<file path="src/hdl/ulpi_regs_pkg.sv">
package ulpi_regs_pkg;
  localparam logic [5:0] ADDR_RISE_W    = 6'h0D;
  localparam logic [5:0] ADDR_FALL_W    = 6'h10;
  localparam logic [5:0] ADDR_STAT      = 6'h13;
  localparam logic [5:0] ADDR_LATCH     = 6'h14;
  localparam logic [5:0] ADDR_DEBUG     = 6'h15;
  localparam logic [5:0] ADDR_SCRATCH_W = 6'h16;
  localparam logic [5:0] ADDR_EXT_ESC   = 6'h2F;
  localparam logic [5:0] ADDR_HOLE_LO   = 6'h19;
  localparam logic [5:0] ADDR_HOLE_HI   = 6'h2E;
  localparam logic [5:0] ADDR_POWER_W   = 6'h3D;
  localparam logic [7:0] EXT_LIMIT      = 8'h40;
  localparam logic [7:0] ENABLE_RESET   = 8'h1F;
  localparam logic [7:0] ZERO_RESET     = 8'h00;
  localparam logic [7:0] SRC_MASK       = 8'h1F;
  localparam logic [7:0] LINE_MASK      = 8'h03;
  localparam int         PWR_BV_FALL    = 3;
  localparam int         PWR_BV_RISE    = 2;
  localparam logic [7:0] POWER_MASK     = 8'h0C;
  // command byte codes on the link
  localparam logic [1:0] CMD_SPECIAL    = 2'h0;
  localparam logic [1:0] CMD_WRITE      = 2'h2;
  localparam logic [1:0] CMD_READ       = 2'h3;
  localparam logic [5:0] CMD_EXT_ADDR   = 6'h2F;
  // write mode offsets within a register triple
  localparam logic [1:0] OP_WRITE       = 2'h0;
  localparam logic [1:0] OP_SET         = 2'h1;
  localparam logic [1:0] OP_CLEAR       = 2'h2;
  // rx command field layout
  localparam int         RXC_ALT_INT    = 7;
  localparam int         RXC_SESS_VALID = 3;
  localparam int         RXC_VBUS_VALID = 2;
  localparam int         SYNC_STAGES    = 3;
endpackage

</file>
<file path="src/hdl/ulpi_level_sync.sv">
// three-stage synchroniser; output changes once stages two and three agree
module ulpi_level_sync
  import ulpi_regs_pkg::*;
#(
  parameter int W = 8
) (
  // clock and reset
  input  wire logic         clk,
  input  wire logic         rst,
  // level in and out
  input  wire logic [W-1:0] d,
  output logic      [W-1:0] q
);
  logic [W-1:0] s1_q;
  logic [W-1:0] s2_q;
  logic [W-1:0] s3_q;

  // first stage feeds only the second
  always_ff @(posedge clk or posedge rst) begin
    if (rst) begin
      s1_q <= '0;
      s2_q <= '0;
      s3_q <= '0;
    end else begin
      s1_q <= d;
      s2_q <= s1_q;
      s3_q <= s2_q;
    end
  end

  // filtered level: per bit, take a new value only when two and three agree
  always_ff @(posedge clk or posedge rst) begin
    if (rst) begin
      q <= '0;
    end else begin
      for (int i = 0; i < W; i++) begin
        if (s2_q[i] == s3_q[i]) begin
          q[i] <= s3_q[i];
        end
      end
    end
  end
endmodule

</file>
<file path="src/hdl/ulpi_phy_latch_debug_power_regs.sv">
// transceiver register bank behind the link interface (link clock domain)
module ulpi_phy_latch_debug_power_regs
  import ulpi_regs_pkg::*;
(
  // core clock and reset
  input  wire logic       clk,
  input  wire logic       rst,
  // analog sources, core domain
  input  wire logic [4:0] intr_src,
  input  wire logic [1:0] line_state,
  input  wire logic       bvalid,
  input  wire logic       low_power_enter,
  input  wire logic       serial_mode_enter,
  // link side, on the link clock
  input  wire logic       link_clk,
  input  wire logic       link_rst,
  input  wire logic [7:0] data_in,
  output logic      [7:0] data_out,
  output logic            data_oe,
  output logic            dir,
  output logic            nxt,
  input  wire logic       stp
);
  typedef enum {
    ST_IDLE, ST_EXT, ST_WDATA, ST_TURN, ST_RDATA, ST_BACK, ST_RXC, ST_RXC_BACK
  } state_t;

  // register index within a read/write/set/clear triple
  function automatic logic [1:0] triple_op(input logic [5:0] a, input logic [5:0] base);
    triple_op = 2'(a - base);
  endfunction

  function automatic logic in_triple(input logic [5:0] a, input logic [5:0] base);
    in_triple = (a >= base) && (a <= base + 6'h02);
  endfunction

  function automatic logic [7:0] apply_op(input logic [7:0] old, input logic [7:0] wd,
                                          input logic [1:0] op);
    case (op)
      OP_SET:   apply_op = old | wd;
      OP_CLEAR: apply_op = old & ~wd;
      default:  apply_op = wd;
    endcase
  endfunction

  // sources cross into the link domain
  // [9] serial entry, [8] low-power entry, [7] b-valid, [6:5] line state, [4:0] sources
  logic [9:0] src_raw;
  logic [9:0] src_sync;
  assign src_raw = {serial_mode_enter, low_power_enter, bvalid, line_state, intr_src};

  ulpi_level_sync #(.W(10)) u_sync (
    .clk (link_clk),
    .rst (link_rst),
    .d   (src_raw),
    .q   (src_sync)
  );

  logic [4:0] src_now;
  logic [4:0] src_prev_q;
  logic       bv_now;
  logic       bv_prev_q;
  logic       lp_prev_q;
  logic       ser_prev_q;
  assign src_now = src_sync[4:0];
  assign bv_now  = src_sync[7];

  state_t     state_q;
  logic [5:0] addr_q;
  logic       ext_q;
  logic [7:0] rise_en_q;
  logic [7:0] fall_en_q;
  logic [7:0] latch_q;
  logic [7:0] scratch_q;
  logic [7:0] power_q;
  logic       alt_pend_q;
  logic       src_pend_q;
  logic       wr_fire;
  logic       latch_rd;
  logic [7:0] rd_val;

  // previous samples for edge detection
  always_ff @(posedge link_clk or posedge link_rst) begin
    if (link_rst) begin
      src_prev_q <= '0;
      bv_prev_q  <= 1'b0;
      lp_prev_q  <= 1'b0;
      ser_prev_q <= 1'b0;
    end else begin
      src_prev_q <= src_now;
      bv_prev_q  <= bv_now;
      lp_prev_q  <= src_sync[8];
      ser_prev_q <= src_sync[9];
    end
  end

  logic [4:0] rise_ev;
  logic [4:0] fall_ev;
  logic [4:0] unmasked_ev;
  logic       lp_entry;
  assign rise_ev     = src_now & ~src_prev_q;
  assign fall_ev     = ~src_now & src_prev_q;
  assign unmasked_ev = (rise_ev & rise_en_q[4:0]) | (fall_ev & fall_en_q[4:0]);
  assign lp_entry    = (src_sync[8] & ~lp_prev_q) | (src_sync[9] & ~ser_prev_q);

  // latch: events win over a clear in the same cycle
  always_ff @(posedge link_clk or posedge link_rst) begin
    if (link_rst) begin
      latch_q <= ZERO_RESET;
    end else begin
      latch_q <= (((latch_rd || lp_entry) ? ZERO_RESET : latch_q)
                  | {3'b000, unmasked_ev}) & SRC_MASK;
    end
  end

  // link protocol state machine
  always_ff @(posedge link_clk or posedge link_rst) begin
    if (link_rst) begin
      state_q <= ST_IDLE;
      addr_q  <= '0;
      ext_q   <= 1'b0;
    end else begin
      case (state_q)
        ST_IDLE: begin
          if (alt_pend_q || src_pend_q) begin
            state_q <= ST_RXC;
          end else if (data_in[7:6] == CMD_WRITE || data_in[7:6] == CMD_READ) begin
            addr_q  <= data_in[5:0];
            ext_q   <= (data_in[7:6] == CMD_READ);
            state_q <= (data_in[5:0] == CMD_EXT_ADDR) ? ST_EXT
                     : (data_in[7:6] == CMD_WRITE) ? ST_WDATA : ST_TURN;
          end
        end
        ST_EXT: begin
          // extended address; only the low 64 alias the immediate set
          addr_q  <= data_in[5:0];
          state_q <= (data_in >= EXT_LIMIT) ? ST_IDLE : (ext_q ? ST_TURN : ST_WDATA);
        end
        ST_WDATA: state_q <= ST_IDLE;
        ST_TURN:  state_q <= ST_RDATA;
        ST_RDATA: state_q <= ST_BACK;
        ST_BACK:  state_q <= ST_IDLE;
        ST_RXC:   state_q <= ST_RXC_BACK;
        ST_RXC_BACK: state_q <= ST_IDLE;
        default:  state_q <= ST_IDLE;
      endcase
    end
  end

  assign wr_fire  = (state_q == ST_WDATA) && !stp;
  assign latch_rd = (state_q == ST_RDATA) && (addr_q == ADDR_LATCH);

  // writable registers; addresses 19h..2Eh and other holes decode to nothing
  always_ff @(posedge link_clk or posedge link_rst) begin
    if (link_rst) begin
      rise_en_q <= ENABLE_RESET;
      fall_en_q <= ENABLE_RESET;
      scratch_q <= ZERO_RESET;
      power_q   <= ZERO_RESET;
    end else if (wr_fire) begin
      if (in_triple(addr_q, ADDR_RISE_W)) begin
        rise_en_q <= apply_op(rise_en_q, data_in, triple_op(addr_q, ADDR_RISE_W));
      end
      if (in_triple(addr_q, ADDR_FALL_W)) begin
        fall_en_q <= apply_op(fall_en_q, data_in, triple_op(addr_q, ADDR_FALL_W));
      end
      if (in_triple(addr_q, ADDR_SCRATCH_W)) begin
        scratch_q <= apply_op(scratch_q, data_in, triple_op(addr_q, ADDR_SCRATCH_W));
      end
      if (in_triple(addr_q, ADDR_POWER_W)) begin
        power_q <= apply_op(power_q, data_in, triple_op(addr_q, ADDR_POWER_W));
      end
    end
  end

  // read decode
  always_comb begin
    rd_val = ZERO_RESET;
    if (in_triple(addr_q, ADDR_RISE_W)) begin
      rd_val = rise_en_q;
    end else if (in_triple(addr_q, ADDR_FALL_W)) begin
      rd_val = fall_en_q;
    end else if (addr_q == ADDR_STAT) begin
      rd_val = {3'b000, src_now};
    end else if (addr_q == ADDR_LATCH) begin
      rd_val = latch_q;
    end else if (addr_q == ADDR_DEBUG) begin
      rd_val = {6'h00, src_sync[6:5]} & LINE_MASK;
    end else if (in_triple(addr_q, ADDR_SCRATCH_W)) begin
      rd_val = scratch_q;
    end else if (in_triple(addr_q, ADDR_POWER_W)) begin
      rd_val = power_q;
    end
  end

  // rx command requests; raise wins over the send that drains it
  always_ff @(posedge link_clk or posedge link_rst) begin
    if (link_rst) begin
      alt_pend_q <= 1'b0;
      src_pend_q <= 1'b0;
    end else begin
      if ((power_q[PWR_BV_FALL] && bv_prev_q && !bv_now) ||
          (power_q[PWR_BV_RISE] && !bv_prev_q && bv_now)) begin
        alt_pend_q <= 1'b1;
      end else if (state_q == ST_RXC) begin
        alt_pend_q <= 1'b0;
      end
      if (|unmasked_ev) begin
        src_pend_q <= 1'b1;
      end else if (state_q == ST_RXC) begin
        src_pend_q <= 1'b0;
      end
    end
  end

  // data_out from flip-flops; dir, data_oe and nxt are decoded combinationally
  always_ff @(posedge link_clk or posedge link_rst) begin
    if (link_rst) begin
      data_out <= ZERO_RESET;
    end else if (state_q == ST_TURN) begin
      data_out <= rd_val;
    end else if (state_q == ST_IDLE && (alt_pend_q || src_pend_q)) begin
      data_out <= {alt_pend_q, 3'b000, src_now[2], src_now[1], src_sync[6:5]};
    end
  end

  assign dir     = (state_q == ST_TURN) || (state_q == ST_RDATA) || (state_q == ST_BACK)
                 || (state_q == ST_RXC) || (state_q == ST_RXC_BACK);
  assign data_oe = (state_q == ST_RDATA) || (state_q == ST_RXC);
  assign nxt     = (state_q == ST_IDLE && (data_in[7:6] == CMD_WRITE || data_in[7:6] == CMD_READ)
                    && !(alt_pend_q || src_pend_q))
                 || state_q == ST_EXT || state_q == ST_WDATA;

  // a rising b-valid edge is signalled while the rise enable is set
  a_alt_int_send: assert property (@(posedge link_clk) disable iff (link_rst)
    (power_q[PWR_BV_RISE] && !bv_prev_q && bv_now && state_q == ST_IDLE)
      |-> ##[1:6] (state_q == ST_RXC && data_out[RXC_ALT_INT]))
    else $error("alt interrupt rx command missing");

  a_latch_clear: assert property (@(posedge link_clk) disable iff (link_rst)
    (latch_rd && !(|unmasked_ev)) |=> latch_q == ZERO_RESET)
    else $error("latch not cleared after read");

  a_latch_reserved: assert property (@(posedge link_clk) disable iff (link_rst)
    latch_q[7:5] == 3'b000)
    else $error("latch reserved bits set");

  a_latch_set: assert property (@(posedge link_clk) disable iff (link_rst)
    (|unmasked_ev) |=> ((latch_q[4:0] & $past(unmasked_ev)) == $past(unmasked_ev)))
    else $error("latch missed an event");

  a_scratch_hold: assert property (@(posedge link_clk) disable iff (link_rst)
    !wr_fire |=> $stable(scratch_q))
    else $error("scratch changed without write");

  a_power_hold: assert property (@(posedge link_clk) disable iff (link_rst)
    (wr_fire && !in_triple(addr_q, ADDR_POWER_W)) |=> $stable(power_q))
    else $error("power control changed by other address");

  a_debug_read: assert property (@(posedge link_clk) disable iff (link_rst)
    (state_q == ST_TURN && addr_q == ADDR_DEBUG) |=> data_out[7:2] == 6'h00)
    else $error("debug upper bits not zero");

  a_alt_fall: assert property (@(posedge link_clk) disable iff (link_rst)
    (power_q[PWR_BV_FALL] && bv_prev_q && !bv_now) |=> alt_pend_q || state_q == ST_RXC)
    else $error("falling b-valid not queued");

  // a falling b-valid must reach the link, not only the queue
  a_alt_fall_send: assert property (@(posedge link_clk) disable iff (link_rst)
    (power_q[PWR_BV_FALL] && bv_prev_q && !bv_now && state_q == ST_IDLE)
      |-> ##[1:6] (state_q == ST_RXC && data_out[RXC_ALT_INT]))
    else $error("falling alt interrupt rx command missing");

  // mode entry wipes the latch unless a new event lands at once
  a_mode_clear: assert property (@(posedge link_clk) disable iff (link_rst)
    (lp_entry && !(|unmasked_ev)) |=> latch_q == ZERO_RESET)
    else $error("latch not cleared on mode entry");

  // writes into the hole leave scratch, power and both enable registers alone
  a_hole_quiet: assert property (@(posedge link_clk) disable iff (link_rst)
    (wr_fire && addr_q >= ADDR_HOLE_LO && addr_q <= ADDR_HOLE_HI)
      |=> ($stable(scratch_q) && $stable(power_q) && $stable(rise_en_q) && $stable(fall_en_q)))
    else $error("hole write changed a register");

  // extended address byte after the escape is always taken
  a_ext_taken: assert property (@(posedge link_clk) disable iff (link_rst)
    (state_q == ST_EXT) |-> nxt)
    else $error("extended address not accepted");

  // an rx command owns the bus for its data cycle
  a_rxc_drive: assert property (@(posedge link_clk) disable iff (link_rst)
    (state_q == ST_RXC) |-> (dir && data_oe))
    else $error("rx command not driven");

  // debug low bits follow the synchronised line state
  a_debug_value: assert property (@(posedge link_clk) disable iff (link_rst)
    (state_q == ST_TURN && addr_q == ADDR_DEBUG) |=> data_out[1:0] == $past(src_sync[6:5]))
    else $error("debug line state wrong");
endmodule

</file>
<file path="config.mk">
export PLATFORM = sky130hd
export DESIGN_NAME = ulpi_phy_latch_debug_power_regs
export DESIGN_NICKNAME = d
export VERILOG_FILES = /design/src/hdl/ulpi_regs_pkg.sv /design/src/hdl/ulpi_level_sync.sv /design/src/hdl/ulpi_phy_latch_debug_power_regs.sv
export SDC_FILE = /design/constraint.sdc
export NUM_CORES = 1
export LEC_CHECK = 0
export BUFFER_PORTS_ARGS = -buffer_cell sky130_fd_sc_hd__clkbuf_2
export CAP_MARGIN = 20
export CORE_MARGIN = 2
export CORE_UTILIZATION = 64
export CTS_CLUSTER_DIAMETER = 80
export DETAILED_ROUTE_END_ITERATION = 8
export PLACE_DENSITY = 0.93
export SYNTH_ARGS = -nofsm -noshare
export SYNTH_HDL_FRONTEND = slang
export SYNTH_SLANG_ARGS = --single-unit
</file>
<file path="constraint.sdc">
create_clock -name link_clk -period 4.2 [get_ports link_clk]
set_input_delay 0.21 -clock link_clk [delete_from_list [all_inputs] [get_ports link_clk]]
set_output_delay 0.21 -clock link_clk [all_outputs]
set_load 0.05 [all_outputs]
</file>
==> impl_metrics.json, run 1 <==
{
  "drc_errors": 0,
  "crit_end": "data_out[3]",
  "grt_pass1_wl_mm": 17.4,
  "crit_fanout": 11,
  "synth_area_leaders": "dfrtp_1 52%, dfstp_2 5.7%, a22o_1 3.4%",
  "firstDrtPassIters": 5,
  "clkSlewWorstSetupHoldPaths_ns": 0.10,
  "path_delay_family": "simple AND/OR/NAND/NOR gates",
  "finalHoldViolCount": 0,
  "grt_use_total_pct": 29.9,
  "num_io_pins": 34,
  "crit_chain": "inv_1 > ha_1 > nor2b_1 > nor3_1 > a22oi_1 > o221ai_1 > o311a_1",
  "syn-cell-area_um2": 4590,
  "synth_nets": 435,
  "fin_area_um2": 5110,
  "overflow": 0,
  "period_share_pct": 64.8,
  "die_height_um": 88.7,
  "wl_mm": 10.7,
  "worst_setup_path_end_kind": "flop",
  "max-cap-violations": 0,
  "antenna_found_initial": 0,
  "die_area_um2": 7870,
  "r2r_slack_ns": 1.48,
  "synth.distinct_cells": 56,
  "synth-seq-area-share_pct": 57.5,
  "htreeDepth": 3,
  "hp-class": "input pin to flop",
  "clk_latency_ns": 0.38,
  "routedWlPerCell_um": 19.7,
  "p_per_area_nw_per_um2": 637,
  "r2r-start": "addr_q[1]",
  "avgSynthCellArea_um2": 11.3,
  "drv_slew": 0,
  "finalClockSkew_ns": 0.00718,
  "critPathKind": "flop to flop",
  "rows": 30,
  "dp.cells": 514,
  "die_w_um": 88.7,
  "startpoint_type": "flop",
  "synth.yosys.warnings": 0,
  "tightest_slew_ns": 0.905,
  "worst_r2r_endpoint": "data_out[3]",
  "cp.depth": 7,
  "cts-root-buf": "clkbuf_8",
  "run_status": "finished clean",
  "grt_pass1_vias": 3597,
  "synth_seq_cells": 105,
  "postLayoutCoreUtil_pct": 74.4,
  "netlist.area_leader.share_pct": 51.7,
  "synth_edf_count": 0,
  "drive_gt1_share_pct": 17.5,
  "finalWorstSetupSlack_ns": 1.48,
  "fin_nets": 468,
  "area_growth_pct": 11.3,
  "crit_buf_inv": 1,
  "vias": 3601,
  "rr_worst_depth": 7,
  "dp_hpwl_mm": 7.61,
  "dp_slack_ns": 1.58,
  "gp_congestion": 0.924,
  "placed_cell_area_um2": 4790,
  "grt_max_degree": 58,
  "finalSetupTns_ns": 0,
  "n_antenna_cell": 0,
  "cp_slowest_cell": "nor3_1",
  "clock_path_buffers": 2,
  "detail-route-antenna-nets": 0,
  "max_freq_mhz": 367,
  "drt_iter0_markers": 351,
  "rsz0062_at_grt": "false",
  "slew_headroom_pct": 39.2,
  "cts_tree": "built",
  "fillers": 442,
  "ctsResizeCount": 0,
  "cts_sinks": 105,
  "synth_top_cell_by_area": "dfrtp_1",
  "cts_buffers": 9,
  "setup_violations": 0,
  "viasPerCell": 6.66,
  "layout.cells.non_filler": 541,
  "p_leak_nw": 2.17,
  "worst_ir_drop_vdd_uv": 407,
  "max_stage_delay_ns": 0.76,
  "core-area_um2": 6870,
  "async_reset_ff_share_pct": 100,
  "cp.arrival_ns": 3.04,
  "netlist_instances": 407,
  "start_util_pct": 66.9,
  "startpoint": "addr_q[1]",
  "port_buffers": 31,
  "crit_required_ns": 4.52,
  "ys.flop_type": "dfrtp_1",
  "fin_crit_ns": 2.72
}
==> report_power, final <==
| part | internal, W | switching [W] |
|---|---|---|
| Sequential | 0.00124 | 0.000209 |
| Clock | 0.000300 | 0.000350 |
| Combinational | 0.000429 | 0.000730 |
==> worst min-delay path by stage <==
stage	end	cells after the start	startpoint
global placement	u_sync.s1_q[3]	1	intr_src[3]
finish	rise_en_q[0]	2	data_in[0]
global route	rise_en_q[3]	2	data_in[3]
detailed placement	u_sync.s1_q[3]	1	intr_src[3]
CTS	rise_en_q[3]	2	data_in[3]
floorplan	u_sync.s1_q[0]	0	intr_src[0]
==> synth_stat cells, drive strengths merged, types with 3 or more instances <==
cell,count
a211oi,19
a21o,8
a21oi,30
a221o,4
a22o,18
a22oi,6
a31oi,4
and2,7
buf,3
clkbuf,18
dfrtp,95
dfstp,10
ha,5
inv,8
maj3,10
mux2,7
nand2,30
nand2b,3
nand3,5
nand3b,4
nor2,29
nor2b,5
nor3,6
o21ai,26
o221ai,3
o22ai,8
o311a,3
or3,5
==> routing by layer <==
layer  GRT usage [%]  wire, um
met1            38.5      4180
met2            46.5      5140
met3            9.98      1020
met4            13.2       338
met5               0         0
==> per-stage QoR <==
stage	hold WS [ns]	total power, W
after floorplan	0.241	0.00228
after global placement	0.317	0.00252
after detailed placement	0.320	0.00257
after CTS	0.122	0.00323
after global routing	0.167	0.00343
final	0.138	0.00325
==> cell families after synthesis <==
kind of cell | after synthesis | share of synthesized area, %
AOI/OAI and AO/OA | 140 | 21.4
xor gates and xnor gates | 2 | 0.381
DFF | 105 | 57.5
adders and majority gates | 15 | 3.54
buffers and inverters | 29 | 2.59
muxes | 9 | 2.15
and+or+nand+nor | 107 | 12.5
==> repair_timing <==
action / CTS / global route
hold buffers: 11 / 0
endpoints found under the hold margin: 60 / 0
buffers inserted: 0 / 0
==> sequential cells by signal, indices dropped and copies added (netlist names), 3 cells and up <==
name	cells
latch_q	5
u_sync.q	10
u_sync.s2_q	10
src_prev_q	5
power_q	8
addr_q	6
u_sync.s1_q	10
u_sync.s3_q	10
fall_en_q	8
data_out	8
scratch_q	8
state_q	3
rise_en_q	8
==> final cells by class <==
cell class / count / area (um2) / area share, %
Sequential cell: 105 / 2640 / 51.6
Multi-Input combinational cell: 273 / 1840 / 35.9
Timing Repair Buffer: 43 / 273 / 5.34
Clock buffer: 10 / 138 / 2.69
Tap cell: 96 / 120 / 2.35
Clock inverter: 6 / 73.8 / 1.44
Inverter: 8 / 32.5 / 0.636
==> cell usage in the layout, fill, tap and decap left out, types with 2 or more instances in the layout <==
master	n
o21ai_1	2
o221ai_1	3
or3_1	5
inv_6	2
maj3_1	10
clkinvlp_4	2
dlygate4sd3_1	11
nand3b_1	4
a211oi_1	13
nor2b_1	5
nand2_1	30
o22a_1	2
inv_1	7
a2bb2oi_1	2
nand2b_1	3
a22o_1	18
o311a_1	3
a221o_1	4
nor2_1	29
nand3_1	5
xnor2_1	2
o21ai_0	24
dfstp_2	10
a22oi_1	6
mux2i_1	2
mux2_2	7
o22ai_1	8
a31oi_1	4
clkbuf_8	10
a21o_1	8
a211oi_2	6
and2_1	6
dfrtp_1	95
nor4bb_1	2
nor3_1	5
a21oi_1	29
ha_1	5
o311ai_0	2
clkbuf_2	31
No activity file was read; power rests on OpenSTA's default activity.
==> run 2, diff against run 1 <==
--- a/config.mk
+++ b/config.mk
@@ -5,13 +5,14 @@
 export SDC_FILE = /design/constraint.sdc
 export NUM_CORES = 1
 export LEC_CHECK = 0
+export ABC_AREA = 1
 export BUFFER_PORTS_ARGS = -buffer_cell sky130_fd_sc_hd__clkbuf_2
 export CAP_MARGIN = 20
 export CORE_MARGIN = 2
-export CORE_UTILIZATION = 64
+export CORE_UTILIZATION = 54
 export CTS_CLUSTER_DIAMETER = 80
 export DETAILED_ROUTE_END_ITERATION = 8
-export PLACE_DENSITY = 0.93
+export PLACE_DENSITY = 0.84
 export SYNTH_ARGS = -nofsm -noshare
 export SYNTH_HDL_FRONTEND = slang
 export SYNTH_SLANG_ARGS = --single-unit
==> constraint.sdc (replaced) <==
create_clock -name link_clk -period 2.37 [get_ports link_clk]
set_input_delay 0.1185 -clock link_clk [delete_from_list [all_inputs] [get_ports link_clk]]
set_output_delay 0.1185 -clock link_clk [all_outputs]
set_load 0.05 [all_outputs]
==> run 2 against run 1 <==
Compared with the run above: first-iteration DRC count rose by 14%; synthesized cell count rose by 28%; register-to-register slack got worse by 1.2 ns; critical endpoint is now nxt; sequential cell count did not move; design area rose by 4.7%; synthesized area rose by 3.3%; combinational power rose by 120%; highest routed layer unchanged; final cell count rose by 26%; global-route usage fell by 4.5 points.
==> impl_metrics.json, run 2 <==
{
  "crit_fanout": 5,
  "slew_headroom_pct": 51.7,
  "grt_pass1_vias": 3900,
  "synth.cells.most_frequent": "96 x nand2_1, 95 x dfrtp_1, 61 x inv_1",
  "cts_sinks": 105,
  "async_reset_ff_share_pct": 100,
  "crit_chain": "nor2_2 > nand2_1 > nor2_1 > inv_1 > nor2_1 > inv_1 > o21ai_0 > buf_2",
  "critPathKind": "flop to primary output",
  "netlist.area_leader.share_pct": 50.1,
  "firstDrtPassIters": 5,
  "synth_nets": 549,
  "worst_r2r_endpoint": "power_q[2]",
  "die_height_um": 97.8,
  "grt_use_total_pct": 25.5,
  "layout_common_cells": "96 x nand2_1, 95 x dfrtp_1, 60 x inv_1",
  "drive_gt1_share_pct": 15.5,
  "rr_worst_depth": 9,
  "synth-seq-area-share_pct": 55.6,
  "htreeDepth": 3,
  "drv_slew": 0,
  "timing.hold.ws_ns": 0.0408,
  "min_to": "power_q[4]",
  "finalWorstSetupSlack_ns": 0.233,
  "cts-root-buf": "clkbuf_8",
  "synth.yosys.warnings": 0,
  "synth.distinct_cells": 37,
  "routedWlPerCell_um": 17.0,
  "rows": 34,
  "clock_path_buffers": 2,
  "drt_iter0_markers": 399,
  "setup_violations": 0,
  "cp_slowest_cell": "dfrtp_1",
  "gp_congestion": 0.940,
  "die_area_um2": 9560,
  "startpoint_type": "flop",
  "synth_area_leaders": "dfrtp_1 50%, nand2_1 7.6%, dfstp_2 5.5%",
  "max_stage_delay_ns": 0.42,
  "num_io_pins": 34,
  "avgSynthCellArea_um2": 9.11,
  "min_from": "data_in[4]",
  "tightest_slew_ns": 0.723,
  "netlist_instances": 521,
  "post-synth-top-count-cell": "nand2_1",
  "p_leak_nw": 2.43,
  "seq_area_um2": 2640,
  "detail-route-antenna-nets": 0,
  "worst_ir_drop_vdd_uv": 438,
  "path_delay_family": "simple AND/OR/NAND/NOR gates",
  "fin_crit_ns": 2.14,
  "cts_tree": "built",
  "die_w_um": 97.8,
  "synth_top_cell_by_area": "dfrtp_1",
  "synth_seq_cells": 105,
  "overflow": 0,
  "finalHoldViolCount": 0,
  "r2r_slack_ns": 0.31,
  "crit_buf_inv": 3,
  "cts_buffers": 9,
  "hold_depth": 2,
  "dp_hpwl_mm": 8.27,
  "n_antenna_cell": 0,
  "worst_setup_path_end_kind": "primary output",
  "grt_pass1_wl_mm": 19.2,
  "crit_required_ns": 2.25,
  "fillers": 712,
  "area_growth_pct": 12.8,
  "synth_edf_count": 0,
  "core-area_um2": 8640,
  "hp-class": "input pin to flop",
  "max_freq_mhz": 468,
  "ys.flop_type": "dfrtp_1",
  "post_cts_buffers": 0,
  "antenna_found_initial": 0,
  "period_share_pct": 90.2,
  "syn-cell-area_um2": 4750,
  "start_util_pct": 55.0,
  "power.total_w": 0.00640,
  "dp_slack_ns": 0.363,
  "vias": 3941,
  "finalSetupTns_ns": 0,
  "wl_mm": 11.5,
  "finalClockSkew_ns": 0.00773,
  "drc_errors": 0,
  "cp.arrival_ns": 2.02,
  "p_per_area_nw_per_um2": 1200,
  "grt_max_degree": 39,
  "viasPerCell": 5.79,
  "r2r-start": "addr_q[0]",
  "layout_commonest_cell": "nand2_1",
  "clk_latency_ns": 0.38,
  "run_status": "finished clean",
  "fin_nets": 596,
  "rsz0062_at_grt": "false",
  "clkSlewWorstSetupHoldPaths_ns": 0.11,
  "port_buffers": 31,
  "multi_input_area_um2": 1780,
  "max-cap-violations": 0
}
## run 2: final cells by class
| type | instances | area share (%) |
|---|---|---|
| flip-flops and latches | 105 | 49.3 |
| clock buffers | 9 | 2.31 |
| multi-input cells | 333 | 33.2 |
| clock inverters | 7 | 1.31 |
| inverters | 71 | 5.05 |
| repair buffers | 48 | 6.26 |
| well taps | 108 | 2.52 |
## run 2: what timing repair did
| action | 4_1_cts | 5_1_grt |
|---|---|---|
| hold buffers | 11 | 0 |
| hold endpoints to repair | 37 | 0 |
| setup endpoints to repair | 0 | 1 |
| resized for setup | 0 | 1 |
## run 2: worst register-to-register path, stage by stage, from the launching register on
cell	delay, ns
dfrtp_1	0.50
inv_1	0.11
ha_1	0.25
nand2_1	0.10
o21ai_1	0.10
inv_2	0.09
nand2_2	0.13
nor2_4	0.35
nand2_1	0.10
a32o_1	0.22
## run 2: kinds of logic (layout without fill, tap and decap cells)
family / Yosys count / after routing / synth area share [%]
buffers and inverters: 83 / 135 / 6.88
and+or+nand+nor: 180 / 180 / 16.6
muxes: 1 / 1 / 0.211
adders and majority gates: 15 / 15 / 3.43
AOI/OAI and AO/OA: 137 / 137 / 17.3
DFF: 105 / 105 / 55.6
## run 2: worst max path at each step
stage	startpoint	endpoint	cells after the start
3_3_place_gp	addr_q[0]	power_q[6]	9
5_1_grt	state_q[0]	nxt	8
4_1_cts	state_q[0]	nxt	8
3_5_place_dp	addr_q[0]	power_q[3]	9
2_1_floorplan	state_q[2]	nxt	3
6_report	state_q[0]	nxt	8
## run 2: power by group
group	total, W	internal (W)	leakage [nW]	switching [W]
clock	0.00110	0.000413	0.101	0.000685
sequential	0.00270	0.00232	1.25	0.000385
combinational	0.00260	0.000790	1.07	0.00181
## run 2: routing by layer
layer,GRT usage (%),part of all wire [%],wire length (um),vias to the layer above
met5,0,0,0,-
met4,11.3,3.3,379,0
met3,4.44,7.1,822,35
met2,40.6,47,5420,174
met1,34.7,43,4920,1903
li1,-,-,-,1829
## run 2: metrics by stage
step,instance area (um2),cells,utilization (%)
floorplan,4750,521,-
global placement,5050,654,58.5
detailed placement,5050,654,58.5
CTS,5360,681,62.0
global route,5360,681,62.0
finish,5360,681,62.0
